===== config.mk =====
export PLATFORM = sky130hd
export DESIGN_NAME = sfd_data_port
export DESIGN_NICKNAME = d
export VERILOG_FILES = /design/src/rtl/sfd_pkg.sv /design/src/rtl/sfd_data_port.sv
export SDC_FILE = /design/constraint.sdc
export NUM_CORES = 1
export LEC_CHECK = 0
export BUFFER_PORTS_ARGS = -buffer_cell sky130_fd_sc_hd__buf_2
export CELL_PAD_IN_SITES_DETAIL_PLACEMENT = 1
export CELL_PAD_IN_SITES_GLOBAL_PLACEMENT = 2
export CORE_MARGIN = 2
export CORE_UTILIZATION = 40
export DETAILED_ROUTE_END_ITERATION = 16
export MAX_ROUTING_LAYER = met4
export PLACE_DENSITY_LB_ADDON = 0.1
export RECOVER_POWER = 50
export SLEW_MARGIN = 10
export SYNTH_ARGS = -nofsm -noshare
export SYNTH_HDL_FRONTEND = slang
export SYNTH_HIERARCHICAL = 1
export SYNTH_SLANG_ARGS = --single-unit

===== constraint.sdc =====
create_clock -name clk_i -period 5.1 [get_ports clk_i]
set_clock_uncertainty 0.1 [all_clocks]
set_input_delay 1.02 -clock clk_i [delete_from_list [all_inputs] [get_ports clk_i]]
set_output_delay 1.02 -clock clk_i [all_outputs]
set_load 0.02 [all_outputs]

===== src/rtl/sfd_pkg.sv =====
// Operation
// - read of nonempty receive queue pops head byte
// - read of empty queue returns zero, flags error
// - write to nonfull transmit queue appends byte
// - write to full queue dropped, flags error
// - receive port reads head; transmit port write-only
// - enable bit 7 gates shifter-empty event
// - enable bits 7,6,5,4,2,1; reset zero
// - error flags status bits 3, 7; software clears
// - shifter-empty set on master transfer done only
`default_nettype none
package sfd_pkg;
    localparam int DW         = 8;   // data port width
    localparam int FIFO_DEPTH = 8;   // words per queue
    localparam int AW         = 12;  // byte address width
    localparam int BUS_W      = 32;  // wishbone data width
    // register indices, byte address is four times the index
    localparam logic [9:0] IDX_RXD  = 10'h080;
    localparam logic [9:0] IDX_TXD  = 10'h081;
    localparam logic [9:0] IDX_STAT = 10'h087;
    localparam logic [9:0] IDX_INTF = 10'h08a;
    localparam logic [9:0] IDX_INTE = 10'h08b;
    // status bit positions
    localparam int B_TRANSMIT_WRITE_ERROR = 7;
    localparam int B_TXBE = 5;
    localparam int B_RECEIVE_READ_ERROR = 3;
    localparam int B_CLB  = 2;
    localparam int B_RXBF = 0;
    // interrupt flag and enable bit positions
    localparam int B_SRMT = 7;
    localparam int B_TCZ  = 6;
    localparam int B_SOS  = 5;
    localparam int B_EOS  = 4;
    localparam int B_RXO  = 2;
    localparam int B_TXU  = 1;
    localparam logic [DW-1:0] IRQ_MASK  = 8'hf6;  // implemented bits
    localparam logic [DW-1:0] INTE_RST  = 8'h00;
    localparam logic [DW-1:0] INTF_RST  = 8'h00;
    localparam logic [DW-1:0] RXD_EMPTY = 8'h00;
    typedef struct packed {
        logic             cyc;
        logic             stb;
        logic             we;
        logic [3:0]       sel;
        logic [AW-1:0]    adr;
        logic [BUS_W-1:0] dat;
    } sfd_wb_req_t;
    typedef struct packed {
        logic             ack;
        logic [BUS_W-1:0] dat;
    } sfd_wb_rsp_t;
    // one-cycle event pulses and mode level from the shifter
    typedef struct packed {
        logic transfer_done;
        logic master_mode;
        logic count_zero;
        logic sel_start;
        logic sel_end;
        logic rx_overflow;
        logic tx_underflow;
    } sfd_evt_t;
    // word index match of a byte address
    function automatic logic reg_hit(input logic [AW-1:0] adr, input logic [9:0] idx);
        return adr[AW-1:2] == idx;
    endfunction
endpackage
`default_nettype wire


===== src/rtl/sfd_data_port.sv =====
`timescale 1ns/1ps
`default_nettype none

////////////////////////////////////////////////////////////////////////////////
// synchronous fifo with valid/ready on both sides

module sfd_fifo #(
    parameter int W = 8,
    parameter int D = 8
) (
    input  wire logic         clk_i,
    input  wire logic         rst_i,
    input  wire logic         ce_i,
    input  wire logic         clr_i,
    input  wire logic         in_valid_i,
    output logic              in_ready_o,
    input  wire logic [W-1:0] in_data_i,
    output logic              out_valid_o,
    input  wire logic         out_ready_i,
    output logic [W-1:0]      out_data_o,
    output logic              full_o,
    output logic              empty_o
);
    localparam int PW = $clog2(D);

    logic [W-1:0]  mem_r [D];  // storage words
    logic [PW-1:0] wptr_r;     // next slot to fill
    logic [PW-1:0] rptr_r;     // head slot
    logic [PW:0]   cnt_r;      // occupancy
    logic          push;
    logic          pop;

    // full and empty come straight from the count, never guessed
    assign full_o      = (cnt_r == (PW+1)'(D));
    assign empty_o     = (cnt_r == '0);
    assign in_ready_o  = ~full_o;
    assign out_valid_o = ~empty_o;
    assign out_data_o  = mem_r[rptr_r];
    assign push        = in_valid_i & ~full_o;
    assign pop         = out_ready_i & ~empty_o;

    // storage write, no reset needed on data
    always_ff @(posedge clk_i) begin
        if (ce_i && push) begin
            mem_r[wptr_r] <= in_data_i;
        end
    end

    // pointers and count; clear empties both ends at once
    always_ff @(posedge clk_i) begin
        if (rst_i || (ce_i && clr_i)) begin
            wptr_r <= '0;
            rptr_r <= '0;
            cnt_r  <= '0;
        end else if (ce_i) begin
            if (push) begin
                wptr_r <= (wptr_r == PW'(D-1)) ? '0 : wptr_r + 1'b1;
            end
            if (pop) begin
                rptr_r <= (rptr_r == PW'(D-1)) ? '0 : rptr_r + 1'b1;
            end
            cnt_r <= cnt_r + (PW+1)'(push) - (PW+1)'(pop);
        end
    end
endmodule

////////////////////////////////////////////////////////////////////////////////
// data port: receive/transmit queues behind a wishbone slave

module sfd_data_port (
    input  wire logic                clk_i,
    input  wire logic                rst_i,
    input  wire logic                ce_i,
    // register bus
    input  wire sfd_pkg::sfd_wb_req_t wb_i,
    output sfd_pkg::sfd_wb_rsp_t     wb_o,
    // shifter events
    input  wire sfd_pkg::sfd_evt_t   evt_i,
    // receive bytes from the shifter
    input  wire logic                rx_valid_i,
    input  wire logic [7:0]          rx_data_i,
    output logic                     rx_ready_o,
    // transmit bytes to the shifter
    output logic                     tx_valid_o,
    output logic [7:0]               tx_data_o,
    input  wire logic                tx_ready_i,
    // interrupt request
    output logic                     irq_o
);
    import sfd_pkg::*;

    ////////////////////////////////////////////////////////////////////////////
    // declarations

    logic          ack_r;       // one-cycle bus answer
    logic [DW-1:0] rdata_r;     // registered read data
    logic          access;      // request taken this edge
    logic          wr;          // write with low lane enabled
    logic          rd;          // read
    logic [DW-1:0] wdat;        // low write byte

    logic          hit_rxd;     // receive data port selected
    logic          hit_txd;     // transmit data port selected
    logic          hit_stat;    // status selected
    logic          hit_intf;    // flags selected
    logic          hit_inte;    // enables selected

    logic          rx_pop;      // head byte consumed by software
    logic          rx_rderr;    // read of empty receive queue
    logic          tx_push;     // byte appended
    logic          tx_wrerr;    // write to full transmit queue
    logic          buf_clr;     // software clears both queues

    logic          rxq_valid;   // receive queue not empty
    logic [DW-1:0] rxq_data;    // receive queue head
    logic          rxq_full;    // receive queue full
    logic          txq_ready;   // transmit queue has room
    logic          txq_empty;   // transmit queue empty

    logic          transmit_write_error_r;      // transmit write error
    logic          receive_read_error_r;      // receive read error
    logic [DW-1:0] inte_r;      // interrupt enables
    logic [DW-1:0] intf_r;      // interrupt flags
    logic [DW-1:0] intf_nxt;    // next value of the flags
    logic [DW-1:0] evt_vec;     // event pulses aligned to flag bits
    logic [DW-1:0] stat_vec;    // status read view

    ////////////////////////////////////////////////////////////////////////////
    // bus decode

    // a request is taken only once; the ack cycle blocks a second take
    assign access = wb_i.cyc & wb_i.stb & ~ack_r & ce_i;
    assign wr     = access & wb_i.we & wb_i.sel[0];
    assign rd     = access & ~wb_i.we;
    assign wdat   = wb_i.dat[DW-1:0];

    assign hit_rxd  = reg_hit(wb_i.adr, IDX_RXD);
    assign hit_txd  = reg_hit(wb_i.adr, IDX_TXD);
    assign hit_stat = reg_hit(wb_i.adr, IDX_STAT);
    assign hit_intf = reg_hit(wb_i.adr, IDX_INTF);
    assign hit_inte = reg_hit(wb_i.adr, IDX_INTE);

    ////////////////////////////////////////////////////////////////////////////
    // queue side effects of bus access

    // reading the receive port consumes the head byte
    assign rx_pop   = rd & hit_rxd & rxq_valid;

    // reading an empty receive port only raises the error
    assign rx_rderr = rd & hit_rxd & ~rxq_valid;

    // writing the transmit port appends when there is room
    assign tx_push  = wr & hit_txd & txq_ready;

    // a write into a full queue is dropped, data untouched
    assign tx_wrerr = wr & hit_txd & ~txq_ready;

    // clear-buffer bit is a command, it is never stored
    assign buf_clr  = wr & hit_stat & wdat[B_CLB];

    ////////////////////////////////////////////////////////////////////////////
    // queues

    // receive queue: shifter fills, software drains
    sfd_fifo #(
        .W (DW),
        .D (FIFO_DEPTH)
    ) u_rxq (
        .clk_i       (clk_i),
        .rst_i       (rst_i),
        .ce_i        (ce_i),
        .clr_i       (buf_clr),
        .in_valid_i  (rx_valid_i),
        .in_ready_o  (rx_ready_o),
        .in_data_i   (rx_data_i),
        .out_valid_o (rxq_valid),
        .out_ready_i (rx_pop),
        .out_data_o  (rxq_data),
        .full_o      (rxq_full),
        .empty_o     ()
    );

    // transmit queue: software fills, shifter drains;
    // the shifter stalls by holding tx_ready_i low
    sfd_fifo #(
        .W (DW),
        .D (FIFO_DEPTH)
    ) u_txq (
        .clk_i       (clk_i),
        .rst_i       (rst_i),
        .ce_i        (ce_i),
        .clr_i       (buf_clr),
        .in_valid_i  (tx_push),
        .in_ready_o  (txq_ready),
        .in_data_i   (wdat),
        .out_valid_o (tx_valid_o),
        .out_ready_i (tx_ready_i),
        .out_data_o  (tx_data_o),
        .full_o      (),
        .empty_o     (txq_empty)
    );

    ////////////////////////////////////////////////////////////////////////////
    // bus answer

    // ack one cycle after the take, dropped the cycle after
    always_ff @(posedge clk_i) begin
        if (rst_i) begin
            ack_r <= 1'b0;
        end else if (ce_i) begin
            ack_r <= access;
        end
    end

    // status view: reserved bits and the clear command read zero
    always_comb begin
        stat_vec         = '0;
        stat_vec[B_TRANSMIT_WRITE_ERROR] = transmit_write_error_r;
        stat_vec[B_TXBE] = txq_empty;
        stat_vec[B_RECEIVE_READ_ERROR] = receive_read_error_r;
        stat_vec[B_RXBF] = rxq_full;
    end

    // read data captured with the take; unmapped reads give zero
    always_ff @(posedge clk_i) begin
        if (rst_i) begin
            rdata_r <= '0;
        end else if (ce_i && access) begin
            if (wb_i.we) begin
                // transmit port and writes answer zero
                rdata_r <= '0;
            end else if (hit_rxd) begin
                // head byte, or zero when the queue is empty
                rdata_r <= rxq_valid ? rxq_data : RXD_EMPTY;
            end else if (hit_stat) begin
                rdata_r <= stat_vec;
            end else if (hit_intf) begin
                rdata_r <= intf_r;
            end else if (hit_inte) begin
                rdata_r <= inte_r;
            end else begin
                rdata_r <= '0;
            end
        end
    end

    assign wb_o = '{ack: ack_r, dat: {{(BUS_W-DW){1'b0}}, rdata_r}};

    ////////////////////////////////////////////////////////////////////////////
    // error flags

    // set wins over a clear in the same cycle so no error is lost;
    // software clears by writing zero to the bit
    always_ff @(posedge clk_i) begin
        if (rst_i) begin
            transmit_write_error_r <= 1'b0;
        end else if (ce_i) begin
            if (tx_wrerr) begin
                transmit_write_error_r <= 1'b1;
            end else if (wr && hit_stat && !wdat[B_TRANSMIT_WRITE_ERROR]) begin
                transmit_write_error_r <= 1'b0;
            end
        end
    end

    // receive read error, same set-wins scheme
    always_ff @(posedge clk_i) begin
        if (rst_i) begin
            receive_read_error_r <= 1'b0;
        end else if (ce_i) begin
            if (rx_rderr) begin
                receive_read_error_r <= 1'b1;
            end else if (wr && hit_stat && !wdat[B_RECEIVE_READ_ERROR]) begin
                receive_read_error_r <= 1'b0;
            end
        end
    end

    ////////////////////////////////////////////////////////////////////////////
    // interrupt enables and flags

    // unimplemented enable bits stay zero whatever is written
    always_ff @(posedge clk_i) begin
        if (rst_i) begin
            inte_r <= INTE_RST;
        end else if (ce_i && wr && hit_inte) begin
            inte_r <= wdat & IRQ_MASK;
        end
    end

    // event pulses lined up with their flag bits
    always_comb begin
        evt_vec         = '0;
        // shifter-empty only counts while acting as master
        evt_vec[B_SRMT] = evt_i.transfer_done & evt_i.master_mode;
        evt_vec[B_TCZ]  = evt_i.count_zero;
        evt_vec[B_SOS]  = evt_i.sel_start;
        evt_vec[B_EOS]  = evt_i.sel_end;
        evt_vec[B_RXO]  = evt_i.rx_overflow;
        evt_vec[B_TXU]  = evt_i.tx_underflow;
    end

    // each flag is software-writable, hardware set wins;
    // next values per bit keep the flag word to a single storing process
    for (genvar i = 0; i < DW; i++) begin : g_flag
        if (IRQ_MASK[i]) begin : g_impl
            assign intf_nxt[i] = evt_vec[i] ? 1'b1
                               : (wr && hit_intf) ? wdat[i] : intf_r[i];
        end else begin : g_none
            // reserved flag position reads zero
            assign intf_nxt[i] = 1'b0;
        end
    end

    // flag storage, frozen while the clock enable is low
    always_ff @(posedge clk_i) begin
        if (rst_i) begin
            intf_r <= INTF_RST;
        end else if (ce_i) begin
            intf_r <= intf_nxt;
        end
    end

    ////////////////////////////////////////////////////////////////////////////
    // interrupt request

    // combinational so it drops the same cycle a flag is cleared;
    // bit 7 of the enables gates the shifter-empty flag
    assign irq_o = |(intf_r & inte_r);

endmodule
`default_nettype wire


==> out/metrics.csv, run 1 <==
stage,metric,value,unit
die,Horiz. Die Dim,145,um
sta,final hold vios,0,
yosys,Ys Warns,6,
yosys,Synth Area in Simple Gates,9.98,%
sta,Slew @ Worst Pin,1.90,ns
yosys,Post-synth top cells,"edfxtp_1 (128), dfxtp_1 (49), mux4_1 (30), a21oi_1 (27), o21ai_0 (27)",
critical_path,"Arr. time, crit path",3.88,ns
yosys,dominant cells by area after synthesis,"edfxtp_1 (49%), dfxtp_1 (12%), mux4_1 (9.9%)",
clock_tree,worst-skew pair later-pin latency,0.43,ns
yosys,top_reg_cell synth,edfxtp_1,
yosys,Async SR Flop Fraction,0,%
clock_tree,clk slew on worst S/H paths,0.07,ns
pwr,LEAKAGE,3.07,nW
die,Site Rows,51,
yosys,XOR/XNOR Fraction of Synth Area,0.221,%
clock_tree,post-cts resize count,0,
final_layout,Multi-input gate area,0.00278,sq mm
yosys,Post-Synthesis Cell Area,0.00793,sq mm
place,Detailed Place HPWL,12500,um
clock_tree,postcts setup bufs,0,
yosys,Netlist cell types,55,
final_layout,n_diodes,0,
die,initial core utilization,40.7,%
critical_path,worst r2r dst,u_rxq/cnt_r[2],
sta,crit share post-route,77.0,%
critical_path,CP max FO,40,
sta,fmax,0.255,GHz
detailed_routing,DR WL/cell,20.3,um
yosys,number of synthesized flops with an enable pin,128,
pwr,switching power,0.000758,W
clock_tree,Root Buffer,clkbuf_16,
pwr,switching share of power,24.2,%
yosys,Yosys reg bits,177,
pwr,Seq pwr share,50.7,%
place,placed cell areas,0.00839,sq mm
grt,vias in the first global route,4815,
pwr,maximum VDD drop,255,uV
clock_tree,Max clock buf depth,2,
place,Buffers on Ports,61,
detailed_routing,DR iter-0 viols,225,
clock_tree,CTS tree,done,
final_layout,Fill cells,1959,
clock_tree,hold_buf cts,0,
sta,hold slack,0.378,ns
critical_path,worst path required time,5.05,ns
grt,total global-route track usage,18.3,%
worst_hold_path,Worst Min Path Start,transmit_write_error_r,
yosys,sequential area share after synthesis,60.9,%
detailed_routing,vias post-DR,4693,
pwr,Clock power frac,40.9,%
detailed_routing,DRT Pass-1 Iters,4,
detailed_routing,Post-DRT Antenna Nets,0,
critical_path,Reg2Reg Depth,12,
place,GPL Wtd Cong,0.752,
sta,Final setup viols,0,
yosys,largest family of logic cells by synthesized area,multiplexers,
grt,first-pass GRT wire length,27100,um
sta,RSZ-0062 raised after global routing,false,
grt,initial antenna violation count,0,
critical_path,crit start category,primary input,
critical_path,kind of critical path,primary input to flop,
worst_hold_path,"Endpoint, Worst Hold",transmit_write_error_r,
pwr,PD cells,352,mW/mm^2
die,die area,0.0210,sq mm
sta,Slew Limit Fails,41,
grt,largest net degree at the start of global routing,41,
pwr,Comb pwr share,8.4,%
status,outcome,finished with violations,
yosys,post-synth top area share,48.5,%
final_layout,final instance area,0.00891,sq mm
final_layout,Seq. cell area,0.00482,sq mm
status,failing checks,"max-capacitance violations, max-slew violations",
final_layout,# nets final,694,
final_layout,Final Core Density,45.8,%
yosys,most frequent cell after synthesis,edfxtp_1,
detailed_routing,routed vias/inst,5.34,
yosys,post-synthesis adder-cell area fraction,3.66,%
final_layout,Area Growth Syn to Fin,12.5,%
sta,minimum clock period,3.93,ns
yosys,synthesized instance count,541,
yosys,Compound-Gate Fraction of Synth Area,6.19,%
flow_run,Max-cap violations,1,
critical_path,CP endpoint kind,flop,
critical_path,RR Startpoint,ack_r,
critical_path,R2R Setup Slk,1.89,ns
worst_hold_path,Worst Hold Class,flop to flop,
die,Ports,115,
sta,setup TNS,0,ns
die,die height,145,um
detailed_routing,DR DRC count,0,
pwr,P_int,0.00238,W
grt,grt ovf,0,
sta,Worst slew margin,-26.6,%
yosys,Synth area leader,edfxtp_1,
yosys,Syn Area/Cell,14.6,sq um
die,Core ar.,0.0195,sq mm
detailed_routing,Post-Route WL,17900,um
final_layout,share of cells above drive strength 1,16.0,%
clock_tree,Num CTS Buffers,17,
worst_hold_path,Min-Delay Path Depth,2,
clock_tree,H-Tree Depth,4,
clock_tree,Sink Count,177,
yosys,proportion of synthesized area in mux cells,13.8,%
## metrics by stage
stage	cells	power [W]	setup WS [ns]
2_1_floorplan	564	0.00182	1.16
3_3_place_gp	847	0.00188	0.941
3_5_place_dp	847	0.00189	0.895
4_1_cts	879	0.00317	1.35
5_1_grt	879	0.00325	0.782
6_report	879	0.00314	1.17
## worst max-delay path by stage
stage               startpoint           endpoint  slack [ns]  cells past startpoint
floorplan             wb_i[43]     u_txq/cnt_r[2]        1.16                     13
global placement      wb_i[43]     u_rxq/cnt_r[2]        0.94                     13
detailed placement    wb_i[43]     u_rxq/cnt_r[2]        0.89                     13
CTS                   wb_i[43]     u_rxq/cnt_r[2]        1.35                     13
global route              ce_i  u_rxq/mem_r[2][7]        0.78                      4
finish                    ce_i  u_txq/mem_r[7][5]        1.17                      4
## cells in the final DEF, fill, tap and decap left out, drive strengths merged, types with 18 or more instances in the layout
master    n
a21oi    27
buf      40
clkbuf   51
conb     24
dfxtp    49
edfxtp  128
ha       20
inv      23
mux4     32
nand2    20
nor2     18
o21ai    27
## layer usage
layer / track usage, % / share of wire, %
met1: 20.7 / 42
met2: 32.4 / 54
met3: 3.16 / 2.2
met4: 6.90 / 1.3
met5: - / 0
## power by group through the flow
stage | combinational, W | clock, W | sequential, W
after CTS | 0.000273 | 0.00131 | 0.00159
final | 0.000264 | 0.00128 | 0.00159
after floorplan | 0.000213 | 0 | 0.00161
after global routing | 0.000299 | 0.00136 | 0.00159
after detailed placement | 0.000271 | 0 | 0.00162
after global placement | 0.000261 | 0 | 0.00162
## state kept, by name, summed over array words and instances, names as in the netlist, named ones only
signal and count:
intf_r 6, u_rxq/mem_r 64, rdata_r 8, u_rxq/wptr_r 3
u_txq/mem_r 64, u_rxq/rptr_r 3, u_rxq/cnt_r 4, receive_read_error_r 1
u_txq/wptr_r 3, u_txq/cnt_r 4, transmit_write_error_r 1, ack_r 1
inte_r 6, u_txq/rptr_r 3
## final cells by class
class	instances	area share [%]
Clock buffer	20	5.14
Clock inverter	12	1.33
Inverter	17	0.716
Multi-Input combinational cell	317	31.2
Sequential cell	177	54.1
Tap cell	265	3.72
Timing Repair Buffer	71	3.75
## cell families (layout without fill, tap and decap cells)
| family | count (synthesis) | count (layout) |
|---|---|---|
| adders and majority gates | 22 | 22 |
| DFF | 177 | 177 |
| other | 1 | 24 |
| muxes | 56 | 56 |
| buffers and inverters | 70 | 120 |
| and+or+nand+nor | 130 | 130 |
| xor gates and xnor gates | 2 | 2 |
| AOI/OAI and AO/OA | 83 | 83 |
## worst max-delay path, cell delays in order
cell and delay, ns:
clkbuf_1 0.11, clkbuf_1 1.38, nand4_1 0.48, nor2_1 0.87
No activity file was read; power rests on OpenSTA's default activity.
==> inputs of run 2 (changes only) <==
CORE_UTILIZATION = 36   (was 40)
clock period = 3.2 ns   (was 5.1 ns; I/O delays follow)
==> out/metrics.csv, run 2 (synthesis gave the netlist of run 1 again) <==
stage,metric,value,unit,change
die,Horiz. Die Dim,152,um,+5.3%
final_layout,# nets final,719,,+3.6%
die,Ports,115,,unchanged
clock_tree,post-cts resize count,0,,unchanged
critical_path,kind of critical path,primary input to flop,,
final_layout,final instance area,0.00919,sq mm,+3.1%
die,die height,152,um,+5.3%
clock_tree,Max clock buf depth,2,,unchanged
critical_path,CP max FO,2,,-95%
critical_path,CP Buf/Inv Count,3,,+1
grt,grt ovf,0,,unchanged
final_layout,most frequent cells in the layout,"edfxtp_1 (128), dfxtp_1 (49), buf_2 (36), buf_4 (32), mux4_1 (30)",,
final_layout,n_diodes,0,,unchanged
detailed_routing,DR iter-0 viols,159,,-29%
final_layout,Seq. cell area,0.00482,sq mm,unchanged
sta,minimum clock period,3.01,ns,
grt,total global-route track usage,16.8,%,-1.5 points
grt,first-pass GRT wire length,29100,um,+7.2%
clock_tree,Sink Count,177,,unchanged
sta,final hold vios,0,,unchanged
place,GPL Wtd Cong,0.770,,+2.3%
final_layout,Area Growth Syn to Fin,15.9,%,
grt,vias in the first global route,5113,,+6.2%
die,Site Rows,54,,+5.9%
detailed_routing,vias post-DR,4823,,+2.8%
critical_path,crit path cell chain,buf_2 > or4_4 > or4_4 > nor2_4 > and2_1 > ha_1 > inv_1 > ha_1 > inv_1 > fa_1 > xnor2_1 > mux2i_1 > nor2_1,,
grt,grt met1 use,20.7,%,about the same
critical_path,slowest cell on the critical path,or4_4,,
final_layout,largest registers,"u_rxq/mem_r (64), u_txq/mem_r (64), rdata_r (8)",,
sta,Slew Limit Fails,0,,-100%
sta,Worst slew margin,47.4,%,+74 points
critical_path,CP top delay family,simple AND/OR/NAND/NOR gates,,
grt,met2 usage,28.0,%,-4.4 points
clock_tree,clk slew on worst S/H paths,0.07,ns,about the same
sta,crit share post-route,94.1,%,
worst_hold_path,Worst Hold Class,flop to flop,,
final_layout,"commonest non-fill, non-tap cell in the layout",edfxtp_1,,
critical_path,worst path required time,3.41,ns,-1.64 ns
detailed_routing,Post-DRT Antenna Nets,0,,unchanged
status,outcome,"complete, no violations",,
final_layout,Fill cells,2238,,+14%
detailed_routing,Post-Route WL,18200,um,+1.7%
sta,RSZ-0062 raised after global routing,false,,
place,placed cell areas,0.00862,sq mm,+2.7%
detailed_routing,DR DRC count,0,,unchanged
detailed_routing,routed vias/inst,5.25,,-1.7%
grt,largest net degree at the start of global routing,41,,unchanged
pwr,maximum VDD drop,326,uV,+28%
final_layout,final non-filler cell total,919,,+4.6%
place,Buffers on Ports,61,,unchanged
pwr,LEAKAGE,3.23,nW,+5.4%
detailed_routing,DR WL/cell,19.8,um,-2.7%
clock_tree,worst-skew pair later-pin latency,0.43,ns,about the same
pwr,PD cells,556,mW/mm^2,+58%
clock_tree,Root Buffer,clkbuf_16,,
critical_path,CP max stage delay,0.55,ns,-0.83 ns
die,initial core utilization,36.5,%,-4.2 points
clock_tree,Num CTS Buffers,17,,unchanged
place,Detailed Place HPWL,12900,um,+2.9%
grt,initial antenna violation count,0,,unchanged
final_layout,Multi-input gate area,0.00281,sq mm,+1.1%
clock_tree,H-Tree Depth,4,,unchanged
critical_path,CP endpoint kind,flop,,
die,die area,0.0232,sq mm,+11%
clock_tree,postcts setup bufs,0,,unchanged
sta,fmax,0.332,GHz,
clock_tree,hold_buf cts,0,,unchanged
grt,GR Util met3,3.44,%,+0.28 points
place,placed cell count,887,,+4.7%
sta,Slew @ Worst Pin,0.782,ns,-1.12 ns
critical_path,"Arr. time, crit path",3.22,ns,-0.66 ns
detailed_routing,DRT Pass-1 Iters,4,,unchanged
grt,gr busiest metal,met2,,
flow_run,Max-cap violations,0,,-1
sta,Final setup viols,0,,unchanged
final_layout,share of cells above drive strength 1,21.1,%,+5.2 points
clock_tree,CTS tree,done,,
die,Core ar.,0.0217,sq mm,+11%
critical_path,crit start category,primary input,,
==> run 2: worst register-to-register path, cell delays in order (launching register included) <==
cell and delay [ns]:
dfxtp_1 0.31, inv_1 0.11, ha_1 0.16, or3b_2 0.50
nand2_1 0.16, nor2_4 0.06, and2_1 0.14, ha_1 0.28
inv_1 0.05, ha_1 0.15, inv_1 0.05, fa_1 0.37
xnor2_1 0.13, mux2i_1 0.14, nor2_1 0.05
==> run 2: routing by layer <==
layer	share of wire (%)	vias up	wire length, um
li1	-	2261	-
met1	45	2448	8170
met2	50	95	9150
met3	3.4	19	617
met4	1.3	0	231
met5	0	-	0
==> run 2: report_power, final <==
part           total [W]  internal [W]  switching, W
Clock            0.00213       0.00113       0.00100
Combinational   0.000463      0.000179      0.000284
Sequential       0.00252       0.00249     0.0000266
Total            0.00511       0.00380       0.00131
==> run 2: final cells by class <==
| cell class | instances | area share (%) |
|---|---|---|
| Sequential cell | 177 | 52.5 |
| Multi-Input combinational cell | 317 | 30.6 |
| Timing Repair Buffer | 96 | 5.72 |
| Clock buffer | 17 | 4.63 |
| Tap cell | 280 | 3.81 |
| Clock inverter | 15 | 2.02 |
| Inverter | 17 | 0.695 |
==> run 2: path summary, 6_finish.rpt <==
check	start	end	slack [ns]	cells past startpoint
max	wb_i[38]	u_rxq/cnt_r[2]	0.19	13
min	transmit_write_error_r	transmit_write_error_r	0.37	2
max reg2reg	u_rxq/cnt_r[2]	u_rxq/cnt_r[2]	0.33	14
min reg2reg	transmit_write_error_r	transmit_write_error_r	0.37	2
==> run 2: through the flow <==
stage	hold slack (ns)	utilization (%)	total power, W	worst slack (ns)	TNS [ns]
after global placement	0.360	39.7	0.00302	-0.267	-0.743
after floorplan	0.340	-	0.00291	-0.102	-0.157
after global routing	0.374	42.4	0.00534	0.0140	0
after CTS	0.355	42.6	0.00520	0.185	0
after detailed placement	0.361	39.7	0.00304	-0.280	-1.07
final	0.374	42.4	0.00511	0.187	0
